<file path="src/design/jtag_tap_map.svh">
// Opcodes, register layouts, capture values and sizes of the boundary-scan test port
`ifndef JTAG_TAP_MAP_SVH
`define JTAG_TAP_MAP_SVH

`define IR_WIDTH 5
`define IR_CAPTURE 5'h01
`define OP_EXTEST 5'h00
`define OP_SAMPLE 5'h01
`define OP_INT_SCAN 5'h02
`define OP_CLAMP 5'h04
`define OP_HIGHZ 5'h05
`define OP_SELFTEST 5'h0a
`define OP_IDCODE 5'h0c
`define OP_BYPASS 5'h1f

`define ID_WIDTH 32
`define ID_VER_MSB 31
`define ID_VER_LSB 28
`define ID_PART_MSB 27
`define ID_PART_LSB 12
`define ID_MFR_MSB 11
`define ID_MFR_LSB 1
`define ID_FIXED_BIT 1'b1

`define BSR_NIN 4
`define BSR_NOUT 4
`define BSR_NBI 2
`define BSR_IN_LSB 0
`define BSR_OUT_LSB 4
`define BSR_OEN_LSB 8
`define BSR_BD_LSB 12
`define BSR_BOE_LSB 14
`define BSR_BI_LSB 16
`define BSR_LEN 18

`define SYNC_W 3
`define TDO_BUF_DEPTH 2

`endif

</file>
<file path="src/design/jtag_tap_pkg.sv">
// Types shared by the boundary-scan test port
package jtag_tap_pkg;

  typedef enum logic [3:0] {
    st_reset, st_idle, st_sel_dr, st_cap_dr, st_sh_dr, st_ex1_dr, st_pa_dr, st_ex2_dr,
    st_up_dr, st_sel_ir, st_cap_ir, st_sh_ir, st_ex1_ir, st_pa_ir, st_ex2_ir, st_up_ir
  } tap_state_type;

  typedef enum logic [2:0] {
    sel_bypass, sel_ident, sel_bsr, sel_scan, sel_selftest
  } dr_sel_type;

endpackage

</file>
<file path="src/design/tdo_skid_buffer.sv">
// Two-entry valid/ready buffer between the serial-out source and the output driver
`timescale 1ns/1ps
module tdo_skid_buffer #(
  parameter int WIDTH = 2,
  parameter int DEPTH = 2
) (
  input wire logic i_mclk,
  input wire logic i_rst_n,
  input wire logic i_in_valid,
  output logic o_in_ready,
  input wire logic [WIDTH-1:0] i_in_data,
  output logic o_out_valid,
  input wire logic i_out_ready,
  output logic [WIDTH-1:0] o_out_data
);

  localparam int PW = (DEPTH > 1) ? $clog2(DEPTH) : 1;

  logic [WIDTH-1:0] mem_reg [DEPTH];
  logic [PW-1:0] wr_ptr_reg;
  logic [PW-1:0] rd_ptr_reg;
  logic [PW:0] count_reg;
  logic do_push;
  logic do_pop;

  assign o_in_ready = (count_reg != (PW+1)'(DEPTH));
  assign o_out_valid = (count_reg != '0);
  assign o_out_data = mem_reg[rd_ptr_reg];
  assign do_push = i_in_valid && o_in_ready;
  assign do_pop = o_out_valid && i_out_ready;

  always_ff @(posedge i_mclk)
  begin
    if (do_push)
    begin
      mem_reg[wr_ptr_reg] <= i_in_data;
    end
  end

  always_ff @(posedge i_mclk or negedge i_rst_n)
  begin
    if (!i_rst_n)
    begin
      wr_ptr_reg <= '0;
      rd_ptr_reg <= '0;
      count_reg <= '0;
    end
    else
    begin
      if (do_push)
      begin
        wr_ptr_reg <= (wr_ptr_reg == PW'(DEPTH - 1)) ? '0 : wr_ptr_reg + PW'(1);
      end
      if (do_pop)
      begin
        rd_ptr_reg <= (rd_ptr_reg == PW'(DEPTH - 1)) ? '0 : rd_ptr_reg + PW'(1);
      end
      if (do_push && !do_pop)
      begin
        count_reg <= count_reg + (PW+1)'(1);
      end
      else if (!do_push && do_pop)
      begin
        count_reg <= count_reg - (PW+1)'(1);
      end
    end
  end

endmodule

</file>
<file path="src/design/jtag_boundary_scan_tap.sv">
// Boundary-scan test access port: TAP controller, instruction and data registers
// Summary of operation
// - Sixteen-state TAP controller advances on each sampled TCK rise, steered by TMS.
// - Dedicated power-on reset puts the controller into Test-Logic-Reset, independent.
// - Five-bit instruction register; its decode picks operation and TDI-TDO data register.
// - Unassigned instruction codes act exactly like the all-ones bypass instruction.
// - Code 00000 selects boundary register, drives outputs from cells, captures inputs.
// - Code 00001 captures pin states and preloads cells without disturbing the pins.
// - Code 00101 floats all outputs and bidirectionals except TDO; bypass shifts.
// - Code 00100 holds pins from boundary cells while bypass forms the serial path.
// - Code 01100 places the 32-bit identification register between TDI and TDO.
// - Code 00010 selects internal scan chain; 01010 selects memory self-test register.
// - Bypass is a single-bit stage giving the shortest TDI-to-TDO path.
// - Identification: version 31:28, part 27:12, maker 11:1, constant one in bit 0.
// - Boundary chain covers every digital signal pin, not supply or test pins.
// - Boundary register uses four cell kinds, chosen by each pin's function.
// - Boundary cells are dedicated test logic outside the normal system path.
// - Under sample and external test, cells load in parallel on TCK rise.
`timescale 1ns/1ps
`include "jtag_tap_map.svh"
module jtag_boundary_scan_tap
  import jtag_tap_pkg::*;
#(
  parameter logic [3:0] ID_VERSION = 4'h3,     // Arbitrary value
  parameter logic [15:0] ID_PART = 16'h4b2d,   // Arbitrary value
  parameter logic [10:0] ID_MAKER = 11'h0a6    // Arbitrary value
) (
  input wire logic i_mclk,
  input wire logic i_arst_n,
  input wire logic i_tck,
  input wire logic i_tms,
  input wire logic i_tdi,
  output logic o_tdo,
  output logic o_tdo_oe_n,
  input wire logic [`BSR_NIN-1:0] i_pin_in,
  output logic [`BSR_NIN-1:0] o_core_in,
  input wire logic [`BSR_NOUT-1:0] i_core_out,
  input wire logic [`BSR_NOUT-1:0] i_core_out_oe_n,
  output logic [`BSR_NOUT-1:0] o_pin_out,
  output logic [`BSR_NOUT-1:0] o_pin_out_oe_n,
  input wire logic [`BSR_NBI-1:0] i_bidir_in,
  output logic [`BSR_NBI-1:0] o_bidir_out,
  output logic [`BSR_NBI-1:0] o_bidir_oe_n,
  input wire logic [`BSR_NBI-1:0] i_core_bidir_out,
  input wire logic [`BSR_NBI-1:0] i_core_bidir_oe_n,
  output logic [`BSR_NBI-1:0] o_core_bidir_in,
  output logic o_chain_si,
  output logic o_scan_mode,
  output logic o_scan_capture,
  output logic o_scan_shift,
  input wire logic i_scan_so,
  output logic o_selftest_mode,
  output logic o_selftest_capture,
  output logic o_selftest_shift,
  output logic o_selftest_update,
  input wire logic i_selftest_so
);

  localparam int PIN_W = `SYNC_W + `BSR_NIN + `BSR_NBI;

  logic rst_meta_reg, rst_n;
  logic [PIN_W-1:0] pin_meta_reg, pin_sync_reg;
  logic tck_prev_reg, tck_s, tms_s, tdi_s, tck_rise, tck_fall;
  logic [`BSR_NIN-1:0] pin_in_s;
  logic [`BSR_NBI-1:0] bidir_in_s;

  tap_state_type state_reg, state_next;
  logic [`IR_WIDTH-1:0] ir_shift_reg, ir_reg;
  dr_sel_type dr_sel;
  logic op_extest, op_sample, op_clamp, op_highz, bypass_reg;
  logic [`ID_WIDTH-1:0] id_shift_reg, id_value;
  logic [`BSR_LEN-1:0] bsr_shift_reg, bsr_upd_reg, bsr_capture;
  logic serial_out, shifting, buf_out_valid;
  logic [1:0] buf_out_data;

  // Reset release
  always_ff @(posedge i_mclk or negedge i_arst_n)
  begin
    if (!i_arst_n)
    begin
      rst_meta_reg <= 1'b0;
      rst_n <= 1'b0;
    end
    else
    begin
      rst_meta_reg <= 1'b1;
      rst_n <= rst_meta_reg;
    end
  end

  // Pin synchronisers; only the second stage is read
  always_ff @(posedge i_mclk or negedge rst_n)
  begin
    if (!rst_n)
    begin
      pin_meta_reg <= '0;
      pin_sync_reg <= '0;
      tck_prev_reg <= 1'b0;
      o_chain_si <= 1'b0;
    end
    else
    begin
      pin_meta_reg <= {i_bidir_in, i_pin_in, i_tdi, i_tms, i_tck};
      pin_sync_reg <= pin_meta_reg;
      tck_prev_reg <= pin_sync_reg[0];
      o_chain_si <= tdi_s;
    end
  end

  assign tck_s = pin_sync_reg[0];
  assign tms_s = pin_sync_reg[1];
  assign tdi_s = pin_sync_reg[2];
  assign pin_in_s = pin_sync_reg[`SYNC_W +: `BSR_NIN];
  assign bidir_in_s = pin_sync_reg[`SYNC_W + `BSR_NIN +: `BSR_NBI];
  assign tck_rise = tck_s && !tck_prev_reg;
  assign tck_fall = !tck_s && tck_prev_reg;
  assign o_core_in = pin_in_s;
  assign o_core_bidir_in = bidir_in_s;

  always_comb
  begin
    state_next = state_reg;
    unique case (state_reg)
      st_reset: state_next = tms_s ? st_reset : st_idle;
      st_idle: state_next = tms_s ? st_sel_dr : st_idle;
      st_sel_dr: state_next = tms_s ? st_sel_ir : st_cap_dr;
      st_cap_dr: state_next = tms_s ? st_ex1_dr : st_sh_dr;
      st_sh_dr: state_next = tms_s ? st_ex1_dr : st_sh_dr;
      st_ex1_dr: state_next = tms_s ? st_up_dr : st_pa_dr;
      st_pa_dr: state_next = tms_s ? st_ex2_dr : st_pa_dr;
      st_ex2_dr: state_next = tms_s ? st_up_dr : st_sh_dr;
      st_up_dr: state_next = tms_s ? st_sel_dr : st_idle;
      st_sel_ir: state_next = tms_s ? st_reset : st_cap_ir;
      st_cap_ir: state_next = tms_s ? st_ex1_ir : st_sh_ir;
      st_sh_ir: state_next = tms_s ? st_ex1_ir : st_sh_ir;
      st_ex1_ir: state_next = tms_s ? st_up_ir : st_pa_ir;
      st_pa_ir: state_next = tms_s ? st_ex2_ir : st_pa_ir;
      st_ex2_ir: state_next = tms_s ? st_up_ir : st_sh_ir;
      st_up_ir: state_next = tms_s ? st_sel_dr : st_idle;
    endcase
  end

  // The test port reset stands apart from any other reset of the device
  always_ff @(posedge i_mclk or negedge rst_n)
  begin
    if (!rst_n)
      state_reg <= st_reset;
    else if (tck_rise)
      state_reg <= state_next;
  end

  // Instruction register; reset loads the identification instruction
  always_ff @(posedge i_mclk or negedge rst_n)
  begin
    if (!rst_n)
    begin
      ir_shift_reg <= `IR_CAPTURE;
      ir_reg <= `OP_IDCODE;
    end
    else if (tck_rise)
    begin
      unique case (state_reg)
        st_reset: ir_reg <= `OP_IDCODE;
        st_cap_ir: ir_shift_reg <= `IR_CAPTURE;
        st_sh_ir: ir_shift_reg <= {tdi_s, ir_shift_reg[`IR_WIDTH-1:1]};
        st_up_ir: ir_reg <= ir_shift_reg;
        default: ir_reg <= ir_reg;
      endcase
    end
  end

  always_comb
  begin
    op_extest = 1'b0;
    op_sample = 1'b0;
    op_clamp = 1'b0;
    op_highz = 1'b0;
    dr_sel = sel_bypass;
    unique case (ir_reg)
      `OP_EXTEST:
      begin
        op_extest = 1'b1;
        dr_sel = sel_bsr;
      end
      `OP_SAMPLE:
      begin
        op_sample = 1'b1;
        dr_sel = sel_bsr;
      end
      `OP_HIGHZ: op_highz = 1'b1;
      `OP_CLAMP: op_clamp = 1'b1;
      `OP_IDCODE: dr_sel = sel_ident;
      `OP_INT_SCAN: dr_sel = sel_scan;
      `OP_SELFTEST: dr_sel = sel_selftest;
      default: dr_sel = sel_bypass;
    endcase
  end

  assign id_value = {ID_VERSION, ID_PART, ID_MAKER, `ID_FIXED_BIT};

  // Four cell kinds: input, output data, output control, bidirectional
  // Every digital signal pin has a cell; the test port pins have none
  assign bsr_capture = {bidir_in_s, i_core_bidir_oe_n, i_core_bidir_out,
                        i_core_out_oe_n, i_core_out, pin_in_s};

  // Data registers
  always_ff @(posedge i_mclk or negedge rst_n)
  begin
    if (!rst_n)
    begin
      bypass_reg <= 1'b0;
      id_shift_reg <= '0;
      bsr_shift_reg <= '0;
    end
    else if (tck_rise && state_reg == st_cap_dr)
    begin
      bypass_reg <= 1'b0;
      if (dr_sel == sel_ident)
      begin
        id_shift_reg <= id_value;
      end
      if (dr_sel == sel_bsr && (op_sample || op_extest))
      begin
        bsr_shift_reg <= bsr_capture;
      end
    end
    else if (tck_rise && state_reg == st_sh_dr)
    begin
      unique case (dr_sel)
        sel_bypass: bypass_reg <= tdi_s;
        sel_ident: id_shift_reg <= {tdi_s, id_shift_reg[`ID_WIDTH-1:1]};
        sel_bsr: bsr_shift_reg <= {tdi_s, bsr_shift_reg[`BSR_LEN-1:1]};
        sel_scan: bypass_reg <= bypass_reg;
        sel_selftest: bypass_reg <= bypass_reg;
      endcase
    end
  end

  // Update latches change only on update, so preloading never touches live pins
  always_ff @(posedge i_mclk or negedge rst_n)
  begin
    if (!rst_n)
      bsr_upd_reg <= {`BSR_LEN{1'b1}};
    else if (tck_rise && state_reg == st_up_dr && dr_sel == sel_bsr)
      bsr_upd_reg <= bsr_shift_reg;
  end

  // Pin drive: cells in the path only for external test and clamp; high-Z forces all enables off; core path otherwise
  always_ff @(posedge i_mclk or negedge rst_n)
  begin
    if (!rst_n)
    begin
      o_pin_out <= '0;
      o_pin_out_oe_n <= '1;
      o_bidir_out <= '0;
      o_bidir_oe_n <= '1;
    end
    else if (op_highz)
    begin
      o_pin_out <= i_core_out;
      o_pin_out_oe_n <= '1;
      o_bidir_out <= i_core_bidir_out;
      o_bidir_oe_n <= '1;
    end
    else if (op_extest || op_clamp)
    begin
      o_pin_out <= bsr_upd_reg[`BSR_OUT_LSB +: `BSR_NOUT];
      o_pin_out_oe_n <= bsr_upd_reg[`BSR_OEN_LSB +: `BSR_NOUT];
      o_bidir_out <= bsr_upd_reg[`BSR_BD_LSB +: `BSR_NBI];
      o_bidir_oe_n <= bsr_upd_reg[`BSR_BOE_LSB +: `BSR_NBI];
    end
    else
    begin
      o_pin_out <= i_core_out;
      o_pin_out_oe_n <= i_core_out_oe_n;
      o_bidir_out <= i_core_bidir_out;
      o_bidir_oe_n <= i_core_bidir_oe_n;
    end
  end

  // External chains see one strobe per TCK rise in the matching state
  assign o_scan_mode = (dr_sel == sel_scan);
  assign o_scan_capture = o_scan_mode && tck_rise && state_reg == st_cap_dr;
  assign o_scan_shift = o_scan_mode && tck_rise && state_reg == st_sh_dr;
  assign o_selftest_mode = (dr_sel == sel_selftest);
  assign o_selftest_capture = o_selftest_mode && tck_rise && state_reg == st_cap_dr;
  assign o_selftest_shift = o_selftest_mode && tck_rise && state_reg == st_sh_dr;
  assign o_selftest_update = o_selftest_mode && tck_rise && state_reg == st_up_dr;

  always_comb
  begin
    serial_out = bypass_reg;
    if (state_reg == st_sh_ir)
      serial_out = ir_shift_reg[0];
    else
      unique case (dr_sel)
        sel_bypass: serial_out = bypass_reg;
        sel_ident: serial_out = id_shift_reg[0];
        sel_bsr: serial_out = bsr_shift_reg[0];
        sel_scan: serial_out = i_scan_so;
        sel_selftest: serial_out = i_selftest_so;
      endcase
  end

  assign shifting = (state_reg == st_sh_ir) || (state_reg == st_sh_dr);

  // Each TCK fall queues the next TDO level; the driver drains only while TCK
  // stays low, so a word caught near a rising edge waits rather than being lost
  tdo_skid_buffer #(
    .WIDTH(2),
    .DEPTH(`TDO_BUF_DEPTH)
  ) u_tdo_buf (
    .i_mclk(i_mclk),
    .i_rst_n(rst_n),
    .i_in_valid(tck_fall),
    .o_in_ready(),
    .i_in_data({shifting, serial_out}),
    .o_out_valid(buf_out_valid),
    .i_out_ready(!tck_s),
    .o_out_data(buf_out_data)
  );

  always_ff @(posedge i_mclk or negedge rst_n)
  begin
    if (!rst_n)
    begin
      o_tdo <= 1'b0;
      o_tdo_oe_n <= 1'b1;
    end
    else if (buf_out_valid && !tck_s)
    begin
      o_tdo <= buf_out_data[0];
      o_tdo_oe_n <= !buf_out_data[1];
    end
  end

endmodule

</file>
<file path="config.mk">
export PLATFORM = sky130hd
export DESIGN_NAME = jtag_boundary_scan_tap
export DESIGN_NICKNAME = d
export VERILOG_FILES = /design/src/design/jtag_tap_pkg.sv /design/src/design/tdo_skid_buffer.sv /design/src/design/jtag_boundary_scan_tap.sv
export VERILOG_INCLUDE_DIRS = /design/src /design/src/design
export SDC_FILE = /design/constraint.sdc
export NUM_CORES = 1
export LEC_CHECK = 0
export BUFFER_PORTS_ARGS = -buffer_cell sky130_fd_sc_hd__buf_2
export CORE_MARGIN = 2
export CORE_UTILIZATION = 25
export DETAILED_ROUTE_END_ITERATION = 10
export PLACE_DENSITY = 0.45
export SYNTH_ARGS = -nofsm -noshare
export SYNTH_HDL_FRONTEND = slang
export SYNTH_SLANG_ARGS = --single-unit
</file>
<file path="constraint.sdc">
create_clock -name i_mclk -period 3.97 [get_ports i_mclk]
set_input_delay 0.794 -clock i_mclk [delete_from_list [all_inputs] [get_ports i_mclk]]
set_output_delay 0.794 -clock i_mclk [all_outputs]
set_load 0.05 [all_outputs]
</file>
==> impl_metrics.py, run 1 <==
metrics = {
    "logic_synthesis": {
        "ys_top_cells_by_count": "95 x dfrtp_1, 80 x nand2_1, 55 x mux2_2, 22 x dfstp_2, 22 x inv_1",
        "yosysTopAreaCell": "dfrtp_1",
        "async_flop_share_pct": 96.69,
        "syn_inst": 436,
        "synth-seq-cells": 121,
        "synth.net_count": 462,
        "synth_area_um2": 5283,
        "synth_edf_count": 4,
        "synthXorXnorAreaFrac_pct": 0.8290,
        "synth_compound_area_share_pct": 4.903,
        "synth_top_cell_area_share_pct": 45.00,
        "avgSynthCellArea_um2": 12.12,
        "yosys.area_share.simple_pct": 12.67,
        "synth_most_common_cell": "dfrtp_1",
        "synthAdderAreaFrac_pct": 0.2369,
        "synth_top_family_by_area": "multiplexers",
        "ys_warn_count": 0,
        "synth.distinct_cells": 51,
        "synth_mux_area_share_pct": 18.17,
        "synth-main-ff-cell": "dfrtp_1",
        "ys_seq_area_share_pct": 58.22,
        "post_synth_main_area_contributors": "dfrtp_1 45%, mux2_2 12%, dfstp_2 11%",
    },
    "power": {
        "p_leak_uw": 0.002955,
        "p_per_area_nw_per_um2": 638.2,
        "max-vdd-ir-drop_uv": 300.8,
        "power_uw": 4073,
    },
    "clocking": {
        "root_buffer": "clkbuf_16",
        "clk_pin_slew_worst_paths_ns": 0.05,
        "cts_made_buffers": 17,
        "cts_tree": "yes",
        "clock_latency_ns": 0.41,
        "clock_path_buffers": 2,
        "cts_resized": 0,
        "cts_setup_buffers": 0,
        "cts_max_level": 4,
        "clock_sink_count": 121,
        "postCtsHoldBufs": 0,
    },
    "floorplanning": {
        "dieWidth_um": 149.4,
        "start_util_pct": 25.29,
        "die_h_um": 149.4,
        "dieArea_um2": 22310,
        "num_rows": 53,
        "core_area_um2": 20890,
        "io_pins": 53,
    },
    "sta": {
        "max_freq_mhz": 328.9,
        "setup_violations": 0,
        "holdWs_ns": 0.1545,
        "timing.final.crit_share_pct": 76.59,
        "totalNegativeSetupSlack_ns": 0,
        "hold_violations": 0,
        "slew_violations": 0,
        "skew_ns": 0.008565,
        "period_minus_slack_ns": 3.040,
        "worst_slew_pin_slew_ns": 0.9155,
        "relSlewSlack_pct": 38.97,
        "rsz0062_at_grt": "no",
    },
    "placement": {
        "gp_congestion": 0.7531,
        "dpl.hpwl_um": 6772,
        "placed_cell_area_um2": 5767,
        "portBuffers": 52,
    },
    "detailed_routing": {
        "ant_nets": 0,
        "drc": 0,
        "postRouteWirelength_um": 10320,
        "num_vias": 3266,
        "via_per_inst": 4.231,
        "drtIter0Drc": 174,
        "dr.pass1.iters": 5,
        "wl_per_cell_um": 13.37,
    },
    "layout": {
        "largest_reg_flops": 32,
        "fillers": 2120,
        "stdcell_area_um2": 6382,
        "antenna_cells": 0,
        "nets": 510,
        "area_delta_synth_final_pct": 20.82,
        "drive_gt1_share_pct": 36.42,
    },
    "setup_path": {
        "end_kind": "primary output",
        "cp_slowest_cell": "nor4b_1",
        "criticalPathCategory": "flip-flop to primary output",
        "arrival_ns": 2.25,
        "crit_chain": "nor4b_1 -> nand2_1 -> nor2_1 -> buf_2",
        "crit_path_max_fanout": 6,
        "startpoint_type": "flip-flop",
        "max_stage_delay_ns": 0.73,
        "cp.required_ns": 3.18,
    },
    "grt": {
        "overflow": 0,
        "grt_start_max_net_pins": 70,
        "grt_pass1_vias": 3402,
        "grt_pass1_wl_um": 17250,
        "grt.total_usage_pct": 10.20,
        "antenna_found_initial": 0,
    },
    "outcome": {
        "outcome": "finished, final reports clean",
    },
    "run": {
        "maxCapViolCount": 0,
    },
    "min_path": {
        "min_path_type": "primary input to asynchronous set/reset pin",
    },
}
-- cell families (layout without fill, tap and decap cells) --
| family | after synthesis | count (layout) |
|---|---|---|
| flip-flops | 121 | 121 |
| AO/OA/AOI/OAI | 37 | 37 |
| XOR/XNOR | 5 | 5 |
| other | 1 | 1 |
| adder cells (fa/ha/maj) | 1 | 1 |
| buffers and inverters | 49 | 110 |
| multiplexers | 84 | 84 |
| AND/OR/NAND/NOR | 138 | 138 |
-- cells in the final DEF (no fill, tap or decap), types with 2 or more instances in the layout --
cell type / instances
a21oi_1: 5
buf_2: 52
a22o_1: 4
nor2b_1: 7
a21o_1: 2
clkbuf_16: 17
clkbuf_8: 2
clkinv_2: 3
nand2_1: 80
mux2_4: 10
nand2b_1: 11
dfstp_2: 22
mux2_2: 55
clkbuf_1: 5
mux2i_1: 19
inv_1: 22
xnor2_1: 3
dfrtp_1: 94
nand3_1: 11
nand4_1: 4
nor2_2: 2
bufinv_16: 4
a31oi_1: 3
xor2_1: 2
nor2_1: 10
edfxtp_1: 4
o32a_1: 2
buf_4: 4
o21ai_0: 11
a32oi_1: 2
-- critical path: cells and delay by family, from the launching register on --
family / cells / cell delay (ns)
buffers and inverters: 1 / 0.28
flip-flops: 1 / 0.45
AND/OR/NAND/NOR: 3 / 1.10
-- final timing paths --
| check | start | endpoint | slack (ns) | cells past startpoint |
|---|---|---|---|---|
| setup / recovery | ir_reg[0] | o_selftest_capture | 0.93 | 4 |
| hold / removal | i_arst_n | rst_n | 0.15 | 1 |
| setup reg to reg | state_reg[0] | bsr_shift_reg[6] | 1.47 | 3 |
| hold reg to reg | pin_meta_reg[7] | pin_sync_reg[7] | 0.34 | 0 |
| max in group asynchronous | rst_n | bsr_upd_reg[11] | 2.56 | 1 |
| min in group i_mclk | pin_meta_reg[7] | pin_sync_reg[7] | 0.34 | 0 |
-- power breakdown --
group          internal, µW  switching (µW)
Clock                  1080             525
Combinational           309             500
Sequential             1460             194
-- routing by layer --
layer | routed length, µm | global-route usage [%] | vias to the layer above
li1 | - | - | 1567
met1 | 4666 | 12.29 | 1638
met2 | 5034 | 16.19 | 45
met3 | 417 | 3.364 | 16
met4 | 199 | 5.381 | 0
met5 | 0 | 0 | -
-- cell type report --
| type | instances | area, µm² | share of cell area (%) |
|---|---|---|---|
| Multi-Input combinational cell | 266 | 1971 | 30.88 |
| Inverter | 22 | 82.58 | 1.294 |
| Tap cell | 275 | 344.1 | 5.391 |
| Clock buffer | 24 | 471.7 | 7.391 |
| Sequential cell | 121 | 3079 | 48.25 |
| Timing Repair Buffer | 56 | 290.3 | 4.548 |
| Clock inverter | 8 | 143.9 | 2.254 |
-- stage by stage --
stage,util (%),std cells,setup WS (ns)
floorplan,-,436,0.5076
global placement,27.61,740,1.385
detailed placement,27.61,740,1.332
CTS,30.55,772,0.8652
global route,30.55,772,0.6917
finish,30.55,772,0.9295
(Power assumes the default switching activity.)
==> run 2, diff against run 1 <==
- ABC_AREA: not set -> 1
- clock period: 3.97 -> 3.09 ns (I/O delays scaled with it)
==> run 2 against run 1 <==
Net effect: register-to-register slack worse by 0.64 ns; routed wire length is 9.9% higher; via count is 20% higher; area after synthesis is 1.8% lower; first-iteration DRC count is 50% higher; setup slack worse by 0.53 ns; hold slack better by 0.15 ns; non-clock buffer count is 2 higher; critical path depth is 2 higher; die area is 1.7% lower; clock-buffer cell count is 4 lower.
==> impl_metrics.py, run 2 <==
metrics = {
    "clocking": {
        "clock_sink_count": 121,
        "cts_setup_buffers": 0,
        "clk_pin_slew_worst_paths_ns": 0.06,
        "cts_resized": 0,
        "cts_max_level": 4,
        "clock_path_buffers": 2,
        "root_buffer": "clkbuf_16",
        "cts_made_buffers": 17,
        "clock_latency_ns": 0.41,
        "cts_tree": "yes",
    },
    "detailed_routing": {
        "postRouteWirelength_um": 11340,
        "drtIter0Drc": 261,
        "num_vias": 3915,
        "ant_nets": 0,
        "dr.pass1.iters": 4,
        "drc": 0,
        "wl_per_cell_um": 12.23,
        "via_per_inst": 4.223,
    },
    "sta": {
        "hold_violations": 0,
        "rsz0062_at_grt": "no",
        "max_freq_mhz": 371.1,
        "fin_ws_ns": 0.3950,
        "slew_violations": 0,
        "worst_slew_pin_slew_ns": 1.014,
        "setup_violations": 0,
        "holdWs_ns": 0.3055,
        "timing.final.crit_share_pct": 87.22,
        "skew_ns": 0.007384,
        "relSlewSlack_pct": 32.43,
        "period_minus_slack_ns": 2.695,
        "totalNegativeSetupSlack_ns": 0,
    },
    "layout": {
        "drive_gt1_share_pct": 18.87,
        "final_cell_mix": "191 x nand2_1, 96 x o21ai_0, 94 x dfrtp_1",
        "area_delta_synth_final_pct": 21.08,
        "antenna_cells": 0,
        "final_common_cell": "nand2_1",
        "nets": 670,
        "stdcell_area_um2": 6282,
        "largest_reg_flops": 32,
    },
    "logic_synthesis": {
        "synth-seq-cells": 121,
        "synth_edf_count": 4,
        "synth.net_count": 621,
        "synth.distinct_cells": 31,
        "synth_most_common_cell": "nand2_1",
        "post_synth_main_area_contributors": "dfrtp_1 46%, nand2_1 14%, dfstp_2 11%",
        "synth-main-ff-cell": "dfrtp_1",
        "ys_seq_area_share_pct": 59.27,
        "synth_top_cell_area_share_pct": 45.82,
        "async_flop_share_pct": 96.69,
        "synth_area_um2": 5189,
        "yosysTopAreaCell": "dfrtp_1",
        "ys_warn_count": 0,
        "avgSynthCellArea_um2": 8.721,
        "ys_top_cells_by_count": "191 x nand2_1, 96 x o21ai_0, 95 x dfrtp_1, 63 x inv_1, 32 x nor2_1",
        "syn_inst": 595,
    },
    "placement": {
        "dpl.hpwl_um": 7458,
        "gp_congestion": 0.9344,
        "dp_worst_setup_slack_ns": 0.8270,
        "portBuffers": 52,
        "placed_cell_area_um2": 5683,
    },
    "setup_path": {
        "startpoint_type": "flip-flop",
        "cp.required_ns": 2.47,
        "end_kind": "primary output",
        "arrival_ns": 2.08,
        "criticalPathCategory": "flip-flop to primary output",
        "crit_path_max_fanout": 11,
    },
    "power": {
        "max-vdd-ir-drop_uv": 359.6,
        "power_uw": 4647,
        "p_leak_uw": 0.003113,
        "p_per_area_nw_per_um2": 739.6,
    },
    "run": {
        "maxCapViolCount": 0,
    },
    "floorplanning": {
        "io_pins": 53,
        "dieWidth_um": 148.1,
        "core_area_um2": 20300,
        "dieArea_um2": 21920,
        "start_util_pct": 25.56,
        "num_rows": 52,
        "die_h_um": 148.1,
    },
    "grt": {
        "grt_pass1_vias": 3826,
        "overflow": 0,
        "grt_start_max_net_pins": 76,
        "grt_pass1_wl_um": 19220,
        "grt.total_usage_pct": 11.16,
        "antenna_found_initial": 0,
    },
    "min_path": {
        "min_path_type": "primary input to flip-flop",
    },
    "outcome": {
        "outcome": "finished, final reports clean",
    },
}
## run 2: cell count changes after synthesis, moves of 4 or more
cell	delta
o211ai_1	+5
inv_1	+41
nand3_1	+9
nand2_1	+111
nand2b_1	-11
nor2_1	+22
a22o_1	-4
mux2i_1	-19
mux2_2	-54
nor2b_1	-7
mux2_4	-10
o21ai_0	+85
## run 2: timing repair
action                                  4_1_cts  5_1_grt
hold endpoints to repair                      2        0
endpoints found under the setup margin        0        0
hold buffers                                  1        0
## run 2: report_power, final
part / switching [µW] / internal [µW] / total (µW)
sequential: 140 / 1780 / 1920
clock: 742 / 1220 / 1960
combinational: 535 / 233 / 768
total: 1420 / 3230 / 4650
## run 2: cells by family (layout without fill, tap and decap cells)
| kind of cell | Yosys count | in the layout | share of synthesized area [%] |
|---|---|---|---|
| buffers and inverters | 93 | 155 | 7.861 |
| AND/OR/NAND/NOR | 262 | 262 | 20.47 |
| flip-flops | 121 | 121 | 59.27 |
| multiplexers | 1 | 1 | 0.2170 |
| AO/OA/AOI/OAI | 113 | 113 | 11.36 |
| XOR/XNOR | 3 | 3 | 0.5065 |
| adder cells (fa/ha/maj) | 1 | 1 | 0.2411 |
| other | 1 | 1 | 0.07227 |
## run 2: final cells by class
cell class,count,area (µm²)
Inverter,65,245.2
Multi-Input combinational cell,381,1710
Clock buffer,20,446.7
Tap cell,270,337.8
Fill cell,2123,14020
Sequential cell,121,3079
Timing Repair Buffer,58,320.3
Clock inverter,12,142.6
## run 2: routing by layer
metal | routed length, µm | vias up | GRT usage, %
met4 | 238 | 0 | 5.095
met3 | 425 | 18 | 2.945
met1 | 5422 | 1848 | 15.01
met5 | 0 | - | 0
li1 | - | 1978 | -
met2 | 5252 | 71 | 16.90
## run 2: final timing paths
| check | start | to | slack, ns | depth (start not counted) |
|---|---|---|---|---|
| max in group asynchronous | rst_n | bsr_upd_reg[4] | 1.75 | 1 |
| min reg2reg | pin_meta_reg[8] | pin_sync_reg[8] | 0.35 | 0 |
| max | tck_prev_reg | o_selftest_capture | 0.40 | 6 |
| max reg2reg | pin_sync_reg[0] | id_shift_reg[14] | 0.83 | 8 |
| min | i_tck | pin_meta_reg[0] | 0.31 | 1 |
| min in group asynchronous | rst_n | pin_meta_reg[1] | 0.46 | 0 |
## run 2: worst max-delay path: stages, from the launching register on
cell     delay (ns)
dfrtp_1        0.36
inv_1          0.06
nand2_1        0.24
inv_1          0.27
nand3_1        0.19
nor2_1         0.23
buf_2          0.31
## run 2: metrics by stage
stage,std cells,util [%]
finish,927,30.95
global route,927,30.95
CTS,927,30.95
detailed placement,894,28.00
global placement,894,28.00
floorplan,595,-
==> run 3, diff against run 2 <==
- ABC_AREA: 1 -> not set
- CORE_ASPECT_RATIO: not set -> 1.2
- CORE_UTILIZATION: 25 -> 55
- PLACE_DENSITY: 0.45 -> 0.8
==> run 3 against run 2 <==
Net effect: critical path depth shrank 3; register-to-register slack lost 0.13 ns; clock power grew 6%; final cell count shrank 33%; die area shrank 53%; utilization grew 35 points; sequential share of layout area grew 0.38 points; routed wire length shrank 17%; total power grew 13%; via count shrank 15%; critical path type unchanged; highest routed layer unchanged.
==> impl_metrics.py, run 3 (synthesis results as in run 1) <==
metrics = {
    "clocking": {
        "cts_tree": "yes",
        "cts_setup_buffers": 0,
        "clk_pin_slew_worst_paths_ns": 0.06,
        "clock_path_buffers": 2,
        "clock_latency_ns": 0.41,
        "root_buffer": "clkbuf_16",
        "cts_made_buffers": 17,
        "clock_sink_count": 121,
        "cts_max_level": 4,
    },
    "placement": {
        "gp_congestion": 0.8239,
        "dpl.hpwl_um": 5902,
        "place_inst": 589,
        "portBuffers": 52,
        "placed_cell_area_um2": 5582,
    },
    "power": {
        "p_sw_share_pct": 31.18,
        "power_frac_clock_pct": 39.6,
        "p_leak_uw": 0.002973,
        "p_switching_uw": 1639,
        "max-vdd-ir-drop_uv": 420.9,
        "comb_power_share_pct": 19.8,
        "p_int_uw": 3617,
        "p_per_area_nw_per_um2": 843.1,
        "p_seq_share_pct": 40.6,
    },
    "detailed_routing": {
        "num_vias": 3333,
        "ant_nets": 0,
        "drc": 0,
        "wl_per_cell_um": 15.20,
        "postRouteWirelength_um": 9454,
        "drtIter0Drc": 168,
        "dr.pass1.iters": 5,
        "via_per_inst": 5.359,
    },
    "sta": {
        "timing.final.crit_share_pct": 88.00,
        "slew_violations": 0,
        "skew_ns": 0.007266,
        "rsz0062_at_grt": "no",
        "holdWs_ns": 0.3133,
        "setup_violations": 0,
        "worst_slew_pin_slew_ns": 0.7517,
        "hold_violations": 0,
        "max_freq_mhz": 367.8,
        "totalNegativeSetupSlack_ns": 0,
        "relSlewSlack_pct": 49.74,
        "period_minus_slack_ns": 2.719,
    },
    "layout": {
        "stdcell_area_um2": 6233,
        "area_delta_synth_final_pct": 18.00,
        "final_common_cell": "dfrtp_1",
        "fillers": 667,
        "drive_gt1_share_pct": 37.47,
        "final_cell_mix": "94 x dfrtp_1, 80 x nand2_1, 55 x mux2_2",
        "nets": 512,
        "finalNonFillerCells": 622,
        "largest_reg_flops": 32,
        "antenna_cells": 0,
    },
    "min_path": {
        "min_path_type": "primary input to flip-flop",
        "min_to": "pin_meta_reg[5]",
        "holdCritStartpoint": "i_pin_in[2]",
        "worstHoldPathCells": 1,
    },
    "floorplanning": {
        "core_area_um2": 9418,
        "dieWidth_um": 93.47,
        "die_h_um": 111.4,
        "num_rows": 39,
        "start_util_pct": 56.09,
        "io_pins": 53,
        "dieArea_um2": 10410,
    },
    "setup_path": {
        "crit_path_max_fanout": 19,
        "cpLargestDelayFamily": "flip-flops",
        "crit_chain": "nand4_1 -> nor2_1 -> buf_2",
        "max_stage_delay_ns": 0.73,
        "arrival_ns": 2.10,
        "cp_slowest_cell": "dfrtp_1",
        "end_kind": "primary output",
        "criticalPathCategory": "flip-flop to primary output",
        "rrSetupSlack_ns": 0.70,
        "reg2reg_depth": 4,
        "r2r-end": "id_shift_reg[26]",
        "crit_buf_inv": 1,
        "cp.required_ns": 2.47,
        "startpoint_type": "flip-flop",
        "r2r-start": "state_reg[0]",
    },
    "grt": {
        "grtUsageMet3_pct": 5.007,
        "grt-busiest-layer": "met2",
        "overflow": 0,
        "grt_start_max_net_pins": 69,
        "use_met1_pct": 25.29,
        "grt_pass1_vias": 3362,
        "antenna_found_initial": 0,
        "grt.total_usage_pct": 19.93,
        "grt_util_met2_pct": 31.94,
        "grt_pass1_wl_um": 16190,
    },
    "run": {
        "maxCapViolCount": 0,
    },
    "outcome": {
        "outcome": "finished, final reports clean",
    },
}
==> run 3: power by group through the flow <==
stage                     clock, µW  combinational (µW)  sequential, µW
after floorplan                   0                 726            2240
after global placement            0                1000            2140
after detailed placement          0                1040            2150
after CTS                      2120                1050            2130
after global routing           2190                1150            2170
final                          2080                1040            2130
==> run 3: timing repair <==
action | CTS | global route
setup endpoints to repair | 0 | 1
hold buffers | 1 | 0
endpoints found under the hold margin | 2 | 0
gates resized for setup | 0 | 1
==> run 3: worst max-delay path by stage <==
stage	from	to	slack (ns)	depth (start not counted)
4_1_cts	ir_reg[0]	o_selftest_capture	0.08	4
5_1_grt	state_reg[0]	o_selftest_capture	0.20	3
2_1_floorplan	ir_reg[0]	o_selftest_capture	0.69	3
3_5_place_dp	ir_reg[0]	o_selftest_capture	0.67	4
3_3_place_gp	ir_reg[0]	o_selftest_capture	0.76	4
6_report	state_reg[0]	o_selftest_capture	0.37	3
==> run 3: cell type report <==
type	instances	area [µm²]	share of cell area (%)
clock inverters	14	185.2	2.971
inverters	22	82.58	1.325
repair buffers	58	320.3	5.138
flip-flops and latches	121	3079	49.40
multi-input cells	266	1962	31.47
clock buffers	18	450.4	7.226
well taps	123	153.9	2.469
==> run 3: metrics by stage <==
step	util [%]	setup WS [ns]	power [µW]
final	66.19	0.3709	5256
after CTS	66.12	0.07864	5296
after global placement	59.27	0.7593	3141
after detailed placement	59.27	0.6734	3190
after global routing	66.19	0.1986	5510
after floorplan	-	0.6873	2963
==> run 3: routing by layer <==
layer | wire [µm] | up-vias
li1 | - | 1580
met1 | 3960 | 1658
met2 | 4848 | 81
met3 | 446 | 14
met4 | 199 | 0
met5 | 0 | -
==> run 3: worst register-to-register path: stages (launching register included) <==
cell and delay, ns:
dfrtp_1 0.73, nand4_1 0.48, a21oi_4 0.24, buf_4 0.42, mux2_2 0.41
